`src/core/flash_guard_pkg.sv`:
```
/*
 * Shared constants and types of the flash access guard: flash map,
 * page sizes, key codes, register offsets, request and area types.
 * Assumes a 16-bit flash byte address and byte-wide register port.
 */
`default_nettype none
package flash_guard_pkg;
	localparam int ADDR_W = 16;
	localparam int DATA_W = 8;
	localparam int REG_AW = 4;
	// Main program area: 512-byte pages
	localparam int USER_PAGE_SHIFT = 9;
	localparam logic [15:0] USER_BASE = 16'h0000;
	localparam logic [15:0] USER_END = 16'h3fff;
	localparam logic [15:0] USER_LOCK_ADDR = 16'h3fff;
	// Data area: 1 KB in 64-byte pages
	localparam int DATA_PAGE_SHIFT = 6;
	localparam logic [15:0] DATA_BASE = 16'hf800;
	localparam logic [15:0] DATA_END = 16'hfbff;
	localparam logic [15:0] DATA_LOCK_ADDR = 16'hfbff;
	localparam logic [15:0] ROM_BASE = 16'hfc00;
	localparam logic [15:0] ROM_END = 16'hffff;
	localparam logic [7:0] LOCK_OPEN = 8'hff;
	localparam logic [7:0] KEY_CODE_FIRST = 8'ha5;
	localparam logic [7:0] KEY_CODE_SECOND = 8'hf1;
	// Register offsets and control bits
	localparam logic [3:0] REG_CONTROL = 4'h0;
	localparam logic [3:0] REG_KEY = 4'h1;
	localparam logic [3:0] REG_STATUS = 4'h2;
	localparam int CTRL_WE_BIT = 0;
	localparam int CTRL_EE_BIT = 1;
	localparam logic [1:0] CTRL_RESET = 2'h0;

	typedef enum logic [1:0] {OP_READ, OP_WRITE, OP_ERASE} flash_op_t;
	typedef struct packed {
		flash_op_t op;
		logic [ADDR_W-1:0] addr;
	} flash_req_t;
	typedef enum logic [2:0] {
		AREA_USER_OPEN, AREA_USER_LOCKED, AREA_USER_SEC,
		AREA_DATA_OPEN, AREA_DATA_LOCKED, AREA_DATA_SEC,
		AREA_READ_ONLY, AREA_RESERVED
	} flash_area_t;
	typedef enum logic [1:0] {KEY_IDLE, KEY_HALF, KEY_ARMED, KEY_DEAD}
		key_state_t;
endpackage : flash_guard_pkg
`default_nettype wire

```
`src/core/flash_access_guard.sv`:
```
/*
 * Flash access guard: judges each CPU flash read, write and erase
 * against the lock state of the target and of the executing code,
 * the store enables, the key sequence and the supply monitor.
 * Assumes one request per cycle at most, synchronous to sys_clk,
 * and lock bytes already fetched from flash by the array side.
 */
// Decided for this implementation: the address-and-strobe port and the register addresses.
// What this block does
// - Main area split into 512-byte pages
// - Data area: 1 KB in 64-byte pages
// - Writes need store write enable set
// - Erases need both store enables set
// - Complement of user-lock byte locks pages
// - Data-lock byte all ones opens data
// - Other data-lock values lock whole data area
// - User security page locked unless byte ones
// - Open user pages accessible from anywhere
// - Locked user pages: locked code only
// - Locked user security page: no erase
// - Open data pages accessible from anywhere
// - Locked data pages: locked code only
// - Locked data security page: no erase
// - Open code on locked pages, or reserved space: flash error reset
// - Two key codes in order unlock
// - Key consumed per operation; early try disables
// - Supply monitor off: write/erase resets
`default_nettype none
module flash_access_guard
	import flash_guard_pkg::*;
(
	input wire logic sys_clk,
	input wire logic nrst,
	input wire logic [REG_AW-1:0] regAddr,
	input wire logic [DATA_W-1:0] regWdata,
	input wire logic regWrite,
	input wire logic regRead,
	output logic [DATA_W-1:0] regRdata,
	input wire logic reqValid,
	input wire flash_req_t req,
	input wire logic [ADDR_W-1:0] execAddr,
	input wire logic [7:0] userLockByte,
	input wire logic [7:0] dataLockByte,
	input wire logic supplyMonOn,
	input wire logic supplyMonIsReset,
	output logic grantValid,
	output flash_req_t grant,
	output logic refused,
	output logic flashErrorReset
);
	////////////////////////////////////////////////////////////////
	flash_area_t targetArea;
	flash_area_t execArea;
	key_state_t keyState_reg, keyState_next;
	logic [1:0] control_reg, control_next;
	logic [DATA_W-1:0] rdata_reg, rdata_next;
	flash_req_t grant_reg, grant_next;
	logic grantValid_reg, grantValid_next;
	logic refused_reg, refused_next;
	logic errReset_reg, errReset_next;
	logic execLocked;
	logic areaOk;
	logic areaReset;
	logic isModify;

	function automatic logic lockedArea(input flash_area_t a);
		lockedArea = a == AREA_USER_LOCKED || a == AREA_USER_SEC ||
			a == AREA_DATA_LOCKED || a == AREA_DATA_SEC;
	endfunction : lockedArea

	flash_region_decode targetDecode (
		.addr(req.addr),
		.userLockByte(userLockByte),
		.dataLockByte(dataLockByte),
		.area(targetArea)
	);

	flash_region_decode execDecode (
		.addr(execAddr),
		.userLockByte(userLockByte),
		.dataLockByte(dataLockByte),
		.area(execArea)
	);

	////////////////////////////////////////////////////////////////
	// Permission table: code in read-only or reserved space counts
	// as open code, the safe reading.
	always_comb begin
		execLocked = lockedArea(execArea);
		isModify = req.op != OP_READ;
		areaOk = 1'b0;
		areaReset = 1'b0;
		case (targetArea)
			AREA_USER_OPEN, AREA_DATA_OPEN: begin
				areaOk = 1'b1;
			end
			AREA_USER_LOCKED, AREA_DATA_LOCKED: begin
				areaOk = execLocked;
				areaReset = !execLocked;
			end
			AREA_USER_SEC, AREA_DATA_SEC: begin
				// Erasing the security page would silently unlock
				areaOk = execLocked && req.op != OP_ERASE;
				areaReset = !execLocked;
			end
			AREA_READ_ONLY: begin
				areaOk = req.op == OP_READ;
			end
			default: begin
				areaReset = 1'b1;
			end
		endcase
	end

	////////////////////////////////////////////////////////////////
	always_comb begin
		keyState_next = keyState_reg;
		control_next = control_reg;
		rdata_next = '0;
		grant_next = grant_reg;
		grantValid_next = 1'b0;
		refused_next = 1'b0;
		errReset_next = 1'b0;

		// Register port
		if (regWrite) begin
			if (regAddr == REG_CONTROL) begin
				control_next = regWdata[1:0];
			end else if (regAddr == REG_KEY) begin
				case (keyState_reg)
					KEY_IDLE: begin
						keyState_next = (regWdata == KEY_CODE_FIRST) ?
							KEY_HALF : KEY_DEAD;
					end
					KEY_HALF: begin
						keyState_next = (regWdata == KEY_CODE_SECOND) ?
							KEY_ARMED : KEY_DEAD;
					end
					default: begin
						keyState_next = KEY_DEAD;
					end
				endcase
			end
		end
		if (regRead) begin
			if (regAddr == REG_CONTROL) begin
				rdata_next = {{(DATA_W-2){1'b0}}, control_reg};
			end else if (regAddr == REG_KEY) begin
				rdata_next = {{(DATA_W-2){1'b0}}, keyState_reg};
			end else if (regAddr == REG_STATUS) begin
				rdata_next = {{(DATA_W-2){1'b0}},
					dataLockByte != LOCK_OPEN,
					userLockByte != LOCK_OPEN};
			end else begin
				rdata_next = '0;
			end
		end

		// Flash requests
		if (reqValid) begin
			if (areaReset) begin
				errReset_next = 1'b1;
			end else if (!areaOk) begin
				refused_next = 1'b1;
			end else if (!isModify) begin
				grantValid_next = 1'b1;
				grant_next = req;
			end else if (!control_reg[CTRL_WE_BIT] ||
				(req.op == OP_ERASE &&
				!control_reg[CTRL_EE_BIT])) begin
				refused_next = 1'b1;
			end else if (!supplyMonOn || !supplyMonIsReset) begin
				errReset_next = 1'b1;
			end else if (keyState_reg != KEY_ARMED) begin
				refused_next = 1'b1;
				keyState_next = KEY_DEAD;
			end else begin
				grantValid_next = 1'b1;
				grant_next = req;
				keyState_next = KEY_IDLE;
			end
		end
	end

	always_ff @(posedge sys_clk or negedge nrst) begin
		if (!nrst) begin
			keyState_reg <= KEY_IDLE;
			control_reg <= CTRL_RESET;
			rdata_reg <= '0;
			grant_reg <= '0;
			grantValid_reg <= 1'b0;
			refused_reg <= 1'b0;
			errReset_reg <= 1'b0;
		end else begin
			keyState_reg <= keyState_next;
			control_reg <= control_next;
			rdata_reg <= rdata_next;
			grant_reg <= grant_next;
			grantValid_reg <= grantValid_next;
			refused_reg <= refused_next;
			errReset_reg <= errReset_next;
		end
	end

	assign regRdata = rdata_reg;
	assign grantValid = grantValid_reg;
	assign grant = grant_reg;
	assign refused = refused_reg;
	assign flashErrorReset = errReset_reg;
endmodule : flash_access_guard
`default_nettype wire

```
`src/core/flash_region_decode.sv`:
```
/*
 * Classifies one flash byte address into an area, locked or open,
 * from the two security bytes. Purely combinational.
 * Assumes the lock bytes are presented stable by the flash reader.
 */
`default_nettype none
module flash_region_decode
	import flash_guard_pkg::*;
(
	input wire logic [ADDR_W-1:0] addr,
	input wire logic [7:0] userLockByte,
	input wire logic [7:0] dataLockByte,
	output flash_area_t area
);
	logic [7:0] lockCount;
	logic [ADDR_W-USER_PAGE_SHIFT-1:0] userPage;
	logic userSecPage;
	logic dataSecPage;
	logic dataLocked;

	always_comb begin
		lockCount = ~userLockByte;
		userPage = addr[ADDR_W-1:USER_PAGE_SHIFT];
		userSecPage = userPage ==
			USER_LOCK_ADDR[ADDR_W-1:USER_PAGE_SHIFT];
		dataSecPage = addr[ADDR_W-1:DATA_PAGE_SHIFT] ==
			DATA_LOCK_ADDR[ADDR_W-1:DATA_PAGE_SHIFT];
		dataLocked = dataLockByte != LOCK_OPEN;
		if (addr >= USER_BASE && addr <= USER_END) begin
			if (userSecPage) begin
				// Security page follows the byte, not the count
				area = (userLockByte == LOCK_OPEN) ?
					AREA_USER_OPEN : AREA_USER_SEC;
			end else if ({1'b0, userPage} < lockCount) begin
				area = AREA_USER_LOCKED;
			end else begin
				area = AREA_USER_OPEN;
			end
		end else if (addr >= DATA_BASE && addr <= DATA_END) begin
			if (!dataLocked) begin
				area = AREA_DATA_OPEN;
			end else if (dataSecPage) begin
				area = AREA_DATA_SEC;
			end else begin
				area = AREA_DATA_LOCKED;
			end
		end else if (addr >= ROM_BASE && addr <= ROM_END) begin
			area = AREA_READ_ONLY;
		end else begin
			area = AREA_RESERVED;
		end
	end
endmodule : flash_region_decode
`default_nettype wire

```
`config.mk`:
```
export PLATFORM = sky130hd
export DESIGN_NAME = flash_access_guard
export DESIGN_NICKNAME = d
export VERILOG_FILES = /design/src/core/flash_guard_pkg.sv /design/src/core/flash_access_guard.sv /design/src/core/flash_region_decode.sv
export SDC_FILE = /design/constraint.sdc
export NUM_CORES = 1
export LEC_CHECK = 0
export ABC_AREA = 0
export BUFFER_PORTS_ARGS = -buffer_cell sky130_fd_sc_hd__buf_4
export CORE_MARGIN = 2
export CORE_UTILIZATION = 48
export DETAILED_ROUTE_END_ITERATION = 10
export GPL_ROUTABILITY_DRIVEN = 0
export PLACE_DENSITY_LB_ADDON = 0.08
export SKIP_LAST_GASP = 1
export SYNTH_ARGS = -nofsm -noshare
export SYNTH_HDL_FRONTEND = slang
export SYNTH_SLANG_ARGS = --single-unit
export TNS_END_PERCENT = 5
```
`constraint.sdc`:
```
create_clock -name sys_clk -period 3 [get_ports sys_clk]
set_input_delay 0.45 -clock sys_clk [delete_from_list [all_inputs] [get_ports sys_clk]]
set_output_delay 0.45 -clock sys_clk [all_outputs]
set_load 0.01 [all_outputs]
```
After elaboration in Yosys (flattened, before gate mapping)

Cells that the tools add are included.

RAM bits: 0
Memories kept: 0
Bits in latches: 0
Register bits after elaboration: 33
Memory bits (read-only): 0
Input bits: 69

Bitwise logic cells: 2
$add $sub $neg: 0
Mux-type cells: 58
Multiply operators: 0
Order comparisons: 14
Reduce and logical (&&, ||, !) cells: 30
Divide/modulo/power cells: 0
Shifts and indexed selects: 0
Eq/ne operators: 28

Operators by type and width:

| operator                                               | count |
|---|---|
| 2-to-1 mux 18 bit                                      | 4 |
| >= comparator 16 bit (second input constant)           | 4 |
| <= comparator 16 bit (second input constant)           | 4 |
| >= comparator 16 x 1 -> 1 bit (second input constant)  | 2 |
| <= comparator 16 x 14 -> 1 bit (second input constant) | 2 |
| 2-to-1 mux 2 bit                                       | 16 |
| 2-to-1 mux 1 bit                                       | 27 |
| == test 8 bit (second input constant)                  | 3 |
| 2-to-1 mux 3 bit                                       | 8 |
| == test 10 bit (second input constant)                 | 2 |
| < comparator 7 x 8 -> 1 bit                            | 2 |
| != test 8 bit (second input constant)                  | 2 |
| == test 3 bit (second input constant)                  | 5 |
| == test 7 x 5 -> 1 bit (second input constant)         | 2 |
| != test 2 bit (second input constant)                  | 5 |
| == test 3 x 2 -> 1 bit (second input constant)         | 3 |
| logical AND 1 bit                                      | 8 |
| inverter 8 bit                                         | 1 |
| == test 3 x 1 -> 1 bit (second input constant)         | 2 |
| AND reduction 6 bit                                    | 1 |
| OR reduction 2 bit                                     | 3 |
| logical NOT 1 bit                                      | 5 |
| logical OR 1 bit                                       | 5 |
| == test 4 x 1 -> 1 bit (second input constant)         | 1 |
| 14 further kinds                                       | 15 |

Depth between registers and ports, before layout

Depth after elaboration: 14
Mapped depth: 10
Mapped depth without buffers: 9

By module

Synthesis repeated with hierarchy kept, for this count alone.

Cells, all modules: 176
Area, all modules: 1858.0 sq um

Modules (own cells, without submodules):

| module                              | instances | seq. area each (sq um) | area each (sq um) | cells an instance |
|---|---|---|---|---|
| flash_access_guard                  | 1         | 675.6                  | 1363.8            | 108 |
| flash_region_decode at execDecode   | 1         | 0.0                    | 265.3             | 36 |
| flash_region_decode at targetDecode | 1         | 0.0                    | 229.0             | 32 |

Worst setup path before layout

Ideal clock, no wire load.

Kind: in2reg
Start point: in req[12] (netlist bit)
End point: reg grant_reg (netlist bit grant[10])
Path buffers: 1
Cell stages on the path: 10
Path slack: 0.017 ns
Data arrival time: 2.857 ns
Setup time: 0.125 ns
Cells stage by stage: ha_1 -> a211oi_2 -> nor2_1 -> o31a_1 -> a2111oi_2 -> or2_1 -> a31oi_1 -> nor3_4 -> buf_6 -> mux2_4

Word-level cells in the longest chain between the ends: 10
Elaborated cells on any way between the ends: 35

RTL lines:

| element                                                            | RTL line                                             | source |
|---|---|---|
| from (decl)                                                        | flash_access_guard.sv:40                             | `input wire flash_req_t req,` |
| >= comparator 16 bit (tied with other cells)                       | flash_region_decode.sv:47                            | `end else if (addr >= ROM_BASE && addr <= ROM_END) begin` |
| logical AND 1 bit or 2-to-1 mux 1 bit (tied branches)              | flash_region_decode.sv:47, flash_region_decode.sv:42 |  |
| 2-to-1 mux 1 bit or 2-to-1 mux 3 bit (tied branches)               | flash_region_decode.sv:47, flash_region_decode.sv:40 |  |
| 2-to-1 mux 3 bit                                                   | flash_region_decode.sv:39                            | `end else if (addr >= DATA_BASE && addr <= DATA_END) begin` |
| 2-to-1 mux 3 bit *                                                 | flash_region_decode.sv:29                            | `if (addr >= USER_BASE && addr <= USER_END) begin` |
| == test 3 x 2 -> 1 bit (tied with other cells)                     | flash_access_guard.sv:93                             | `case (targetArea)` |
| OR reduction 4 bit (no line) or OR reduction 3 bit (tied branches) | --                                                   |  |
| case mux 1 bit (2 select lines)                                    | flash_access_guard.sv:93                             |  |
| inverter 1 bit (no line)                                           | --                                                   |  |
| AND reduction 6 bit (no line) *                                    | --                                                   |  |
| to (signal assigned)                                               | flash_access_guard.sv:198                            | `grant_reg <= grant_next;` |
| to (decl)                                                          | flash_access_guard.sv:57                             | `flash_req_t grant_reg, grant_next;` |

Every way passes the cells marked *; elsewhere a longest branch is shown, timed or not.
A chain may end at the register's enable or synchronous reset.

Worst setup path after layout

Ends and elaborated chain as after synthesis.

==> impl_metrics.env <==
export IMPL_cts_htree_levels=1
export IMPL_startpoint_type="input pin"
export IMPL_grt_max_degree=28
export IMPL_cts_resized_gates=0
export IMPL_yosys_mux_area_fraction_pct=15.3
export IMPL_hp_class="in -> async"
export IMPL_final_util_pct=72.2
export IMPL_number_of_flops_mapped_to_enable_cells_by_yosys=0
export IMPL_outcome="finished clean"
export IMPL_dominantRegCellSynth="dfrtp_1"
export IMPL_num_io_pins=98
export IMPL_clock_fmax_ghz=0.356
export IMPL_reg_clk_slew_reported_paths_ps=100
export IMPL_hpwl_um=3610
export IMPL_hold_violations=0
export IMPL_final_antenna_net_count=0
export IMPL_timing_final_crit_period_ps=2810
export IMPL_internal_power_mw=0.649
export IMPL_finClkSkew_ps=11.8
export IMPL_power_density_cell_area_mw_per_mm2=344
export IMPL_fraction_of_the_cycle_the_final_worst_path_needs_pct=93.5
export IMPL_clock_tree_root_cell="clkbuf_8"
export IMPL_multi_input_comb_area_mm2=0.00108
export IMPL_power_leakage_nw=1.33
export IMPL_rsz_0062_raised_after_global_routing="no"
export IMPL_netlist_area_mm2=0.00183
export IMPL_ys_seq_elements=27
export IMPL_synth_yosys_seq_area_share_pct=37.0
export IMPL_yosys_cell_types=46
export IMPL_die_height_um=65.7
export IMPL_setup_viol=0
export IMPL_synth_simple_area_share_pct=17.7
export IMPL_die_w_um=65.7
export IMPL_cts_tree="built"
export IMPL_worst_endpoint_arrival_ps=2970
export IMPL_synth_xor_xnor_area_share_pct=0.480
export IMPL_post_synth_fa_ha_maj_area_fraction_pct=8.22
export IMPL_drv_max_cap_violation_count=0
export IMPL_post_synthesis_average_cell_area_um2=10.4
export IMPL_grt_overflow=0
export IMPL_num_fill_cells=321
export IMPL_vdd_ir_drop_max_v=0.000190
export IMPL_clk_latency_worst_skew_pair_ps=280
export IMPL_setup_tns_ps=0
export IMPL_synth_async_reset_ratio_pct=100
export IMPL_dominant_combinational_cell_family_by_area_after_synthesis="simple AND/OR/NAND/NOR gates"
export IMPL_antenna_violations_before_repair=0
export IMPL_final_layout_size_suffix_gt1_share_pct=47.1
export IMPL_grt_first_pass_wirelength_um=7290
export IMPL_synthCells=176
export IMPL_power_frac_comb_pct=29.9
export IMPL_met3_usage_pct=3.42
export IMPL_cell_rows=22
export IMPL_drt_total_wl_um=4390
export IMPL_post_synthesis_compound_gate_area_fraction_pct=16.4
export IMPL_postCtsHoldBufs=0
export IMPL_die_area_mm2=0.00431
export IMPL_via_cell_ratio=5.35
export IMPL_placement_io_buffers=82
export IMPL_global_route_layer_with_the_greatest_usage="met2"
export IMPL_number_of_flip_flops_under_the_largest_register_name=18
export IMPL_timing_critical_path_required_ps=3160
export IMPL_drtIter0Drc=45
export IMPL_area_of_the_core_region_mm2=0.00366
export IMPL_ys_warnings_count=0
export IMPL_timing_critical_path_fanout_max=6
export IMPL_first_pass_iters=4
export IMPL_cts_setup_buffers=0
export IMPL_initial_cell_density_of_the_core_pct=49.9
export IMPL_drcViolationCount=0
export IMPL_netSwitchingPower_mw=0.261
export IMPL_cts_sinks=27
export IMPL_met1_layer_usage_reported_by_global_route_pct=27.1
export IMPL_cts_made_buffers=3
export IMPL_power_share_sequential_pct=46.8
export IMPL_grt_pass1_vias=1672
export IMPL_layout_commonest_cell="buf_4"
export IMPL_post_layout_total_power_mw=0.909
export IMPL_dr_total_vias=1735
export IMPL_worstSetupEndpointType="flip-flop"
export IMPL_global_route_usage_met2_pct=38.0
export IMPL_area_growth_syn_to_layout_pct=44.9
export IMPL_wl_per_cell_um=13.5
export IMPL_groute_usage_overall_pct=21.7
export IMPL_switching_share_pct=28.7
export IMPL_sequential_standard_cell_area_um2=676
export IMPL_insertedDiodeCount=0
export IMPL_highest_count_cells_in_the_layout_ignoring_fill_and_taps="buf_4 (97), dfrtp_1 (27), nor2_1 (15)"
export IMPL_nets=358
export IMPL_slew_viol_final=0
export IMPL_clockPowerShare_pct=23.3
export IMPL_category_of_the_most_critical_setup_path="in -> reg"
export IMPL_cts_root_to_sink_buffers=2
synth_stat cells, types with 2 or more instances:
cell type / number / area (um^2)
buf_4: 6 / 45.0
mux2_4: 9 / 135
nand4_1: 9 / 56.3
a21oi_1: 9 / 45.0
nor4_1: 2 / 12.5
nor2_1: 15 / 56.3
o2111ai_1: 2 / 17.5
or2_1: 2 / 12.5
nand2_1: 8 / 30.0
o211ai_1: 3 / 22.5
nand4b_1: 3 / 26.3
mux2i_1: 2 / 20.0
o21ai_0: 9 / 45.0
inv_1: 8 / 30.0
nand3_1: 6 / 30.0
ha_1: 12 / 150
a31oi_1: 2 / 12.5
dfrtp_1: 27 / 676
and3_1: 3 / 18.8
a211oi_1: 2 / 15.0
mux2_2: 11 / 124
o21a_1: 2 / 15.0
path summary, 6_finish.rpt:
check | slack [ps] | endpoint | depth (start not counted) | startpoint
max in group asynchronous | 2670 | grant[1]$_DFFE_PN0P_ | 1 | nrst
setup / recovery | 190 | grant[10]$_DFFE_PN0P_ | 12 | req[12]
setup reg to reg | 1230 | grant[10]$_DFFE_PN0P_ | 5 | keyState_reg[1]$_DFF_PN0_
min in group sys_clk | 360 | regRdata[0]$_DFF_PN0_ | 2 | regAddr[1]
hold reg to reg | 510 | grant[15]$_DFFE_PN0P_ | 1 | grant[15]$_DFFE_PN0P_
hold / removal | 70 | grant[6]$_DFFE_PN0P_ | 1 | nrst
area by class of cell:
cell class,instances,area share (%)
Multi-Input combinational cell,139,40.9
Clock buffer,3,1.56
Inverter,8,1.14
Tap cell,48,2.27
Timing Repair Buffer,98,28.3
Clock inverter,1,0.284
Sequential cell,27,25.5
per-stage QoR:
step | instance area [um^2] | instances | setup slack [ps] | hold slack, ps
2_1_floorplan | 1840 | 181 | 17.5 | 154
3_3_place_gp | 2600 | 320 | -30.3 | 384
3_5_place_dp | 2600 | 320 | -95.3 | 381
4_1_cts | 2650 | 324 | 181 | 73.7
5_1_grt | 2650 | 324 | 67.3 | 86.4
6_report | 2650 | 324 | 194 | 67.1
per-layer routing:
| layer | share of wire [%] | wire, um |
|---|---|---|
| met1 | 44 | 1940 |
| met2 | 49 | 2140 |
| met3 | 6.0 | 264 |
| met4 | 1.0 | 46 |
| met5 | 0 | 0 |
power groups by stage:
stage	registers [mW]	logic (mW)	clock network, mW
3_5_place_dp	0.433	0.273	0
3_3_place_gp	0.432	0.267	0
6_report	0.426	0.272	0.212
4_1_cts	0.426	0.274	0.214
5_1_grt	0.430	0.302	0.232
2_1_floorplan	0.439	0.117	0
worst max-delay path, cell delays in order:
cell and delay (ps):
buf_4 110, ha_1 310, a211oi_2 180, nor2_1 70
o31a_1 310, a2111oi_2 340, or2_1 160, a31oi_1 80
buf_4 170, nor3_4 260, buf_4 220, mux2_4 310
cell families after synthesis:
group                    count (synthesis)
AND/OR/NAND/NOR                         56
AO/OA/AOI/OAI                           42
flip-flops                              27
multiplexers                            22
buffers and inverters                   15
adder cells (fa/ha/maj)                 12
other                                    1
XOR/XNOR                                 1
(Power assumes the default switching activity.)
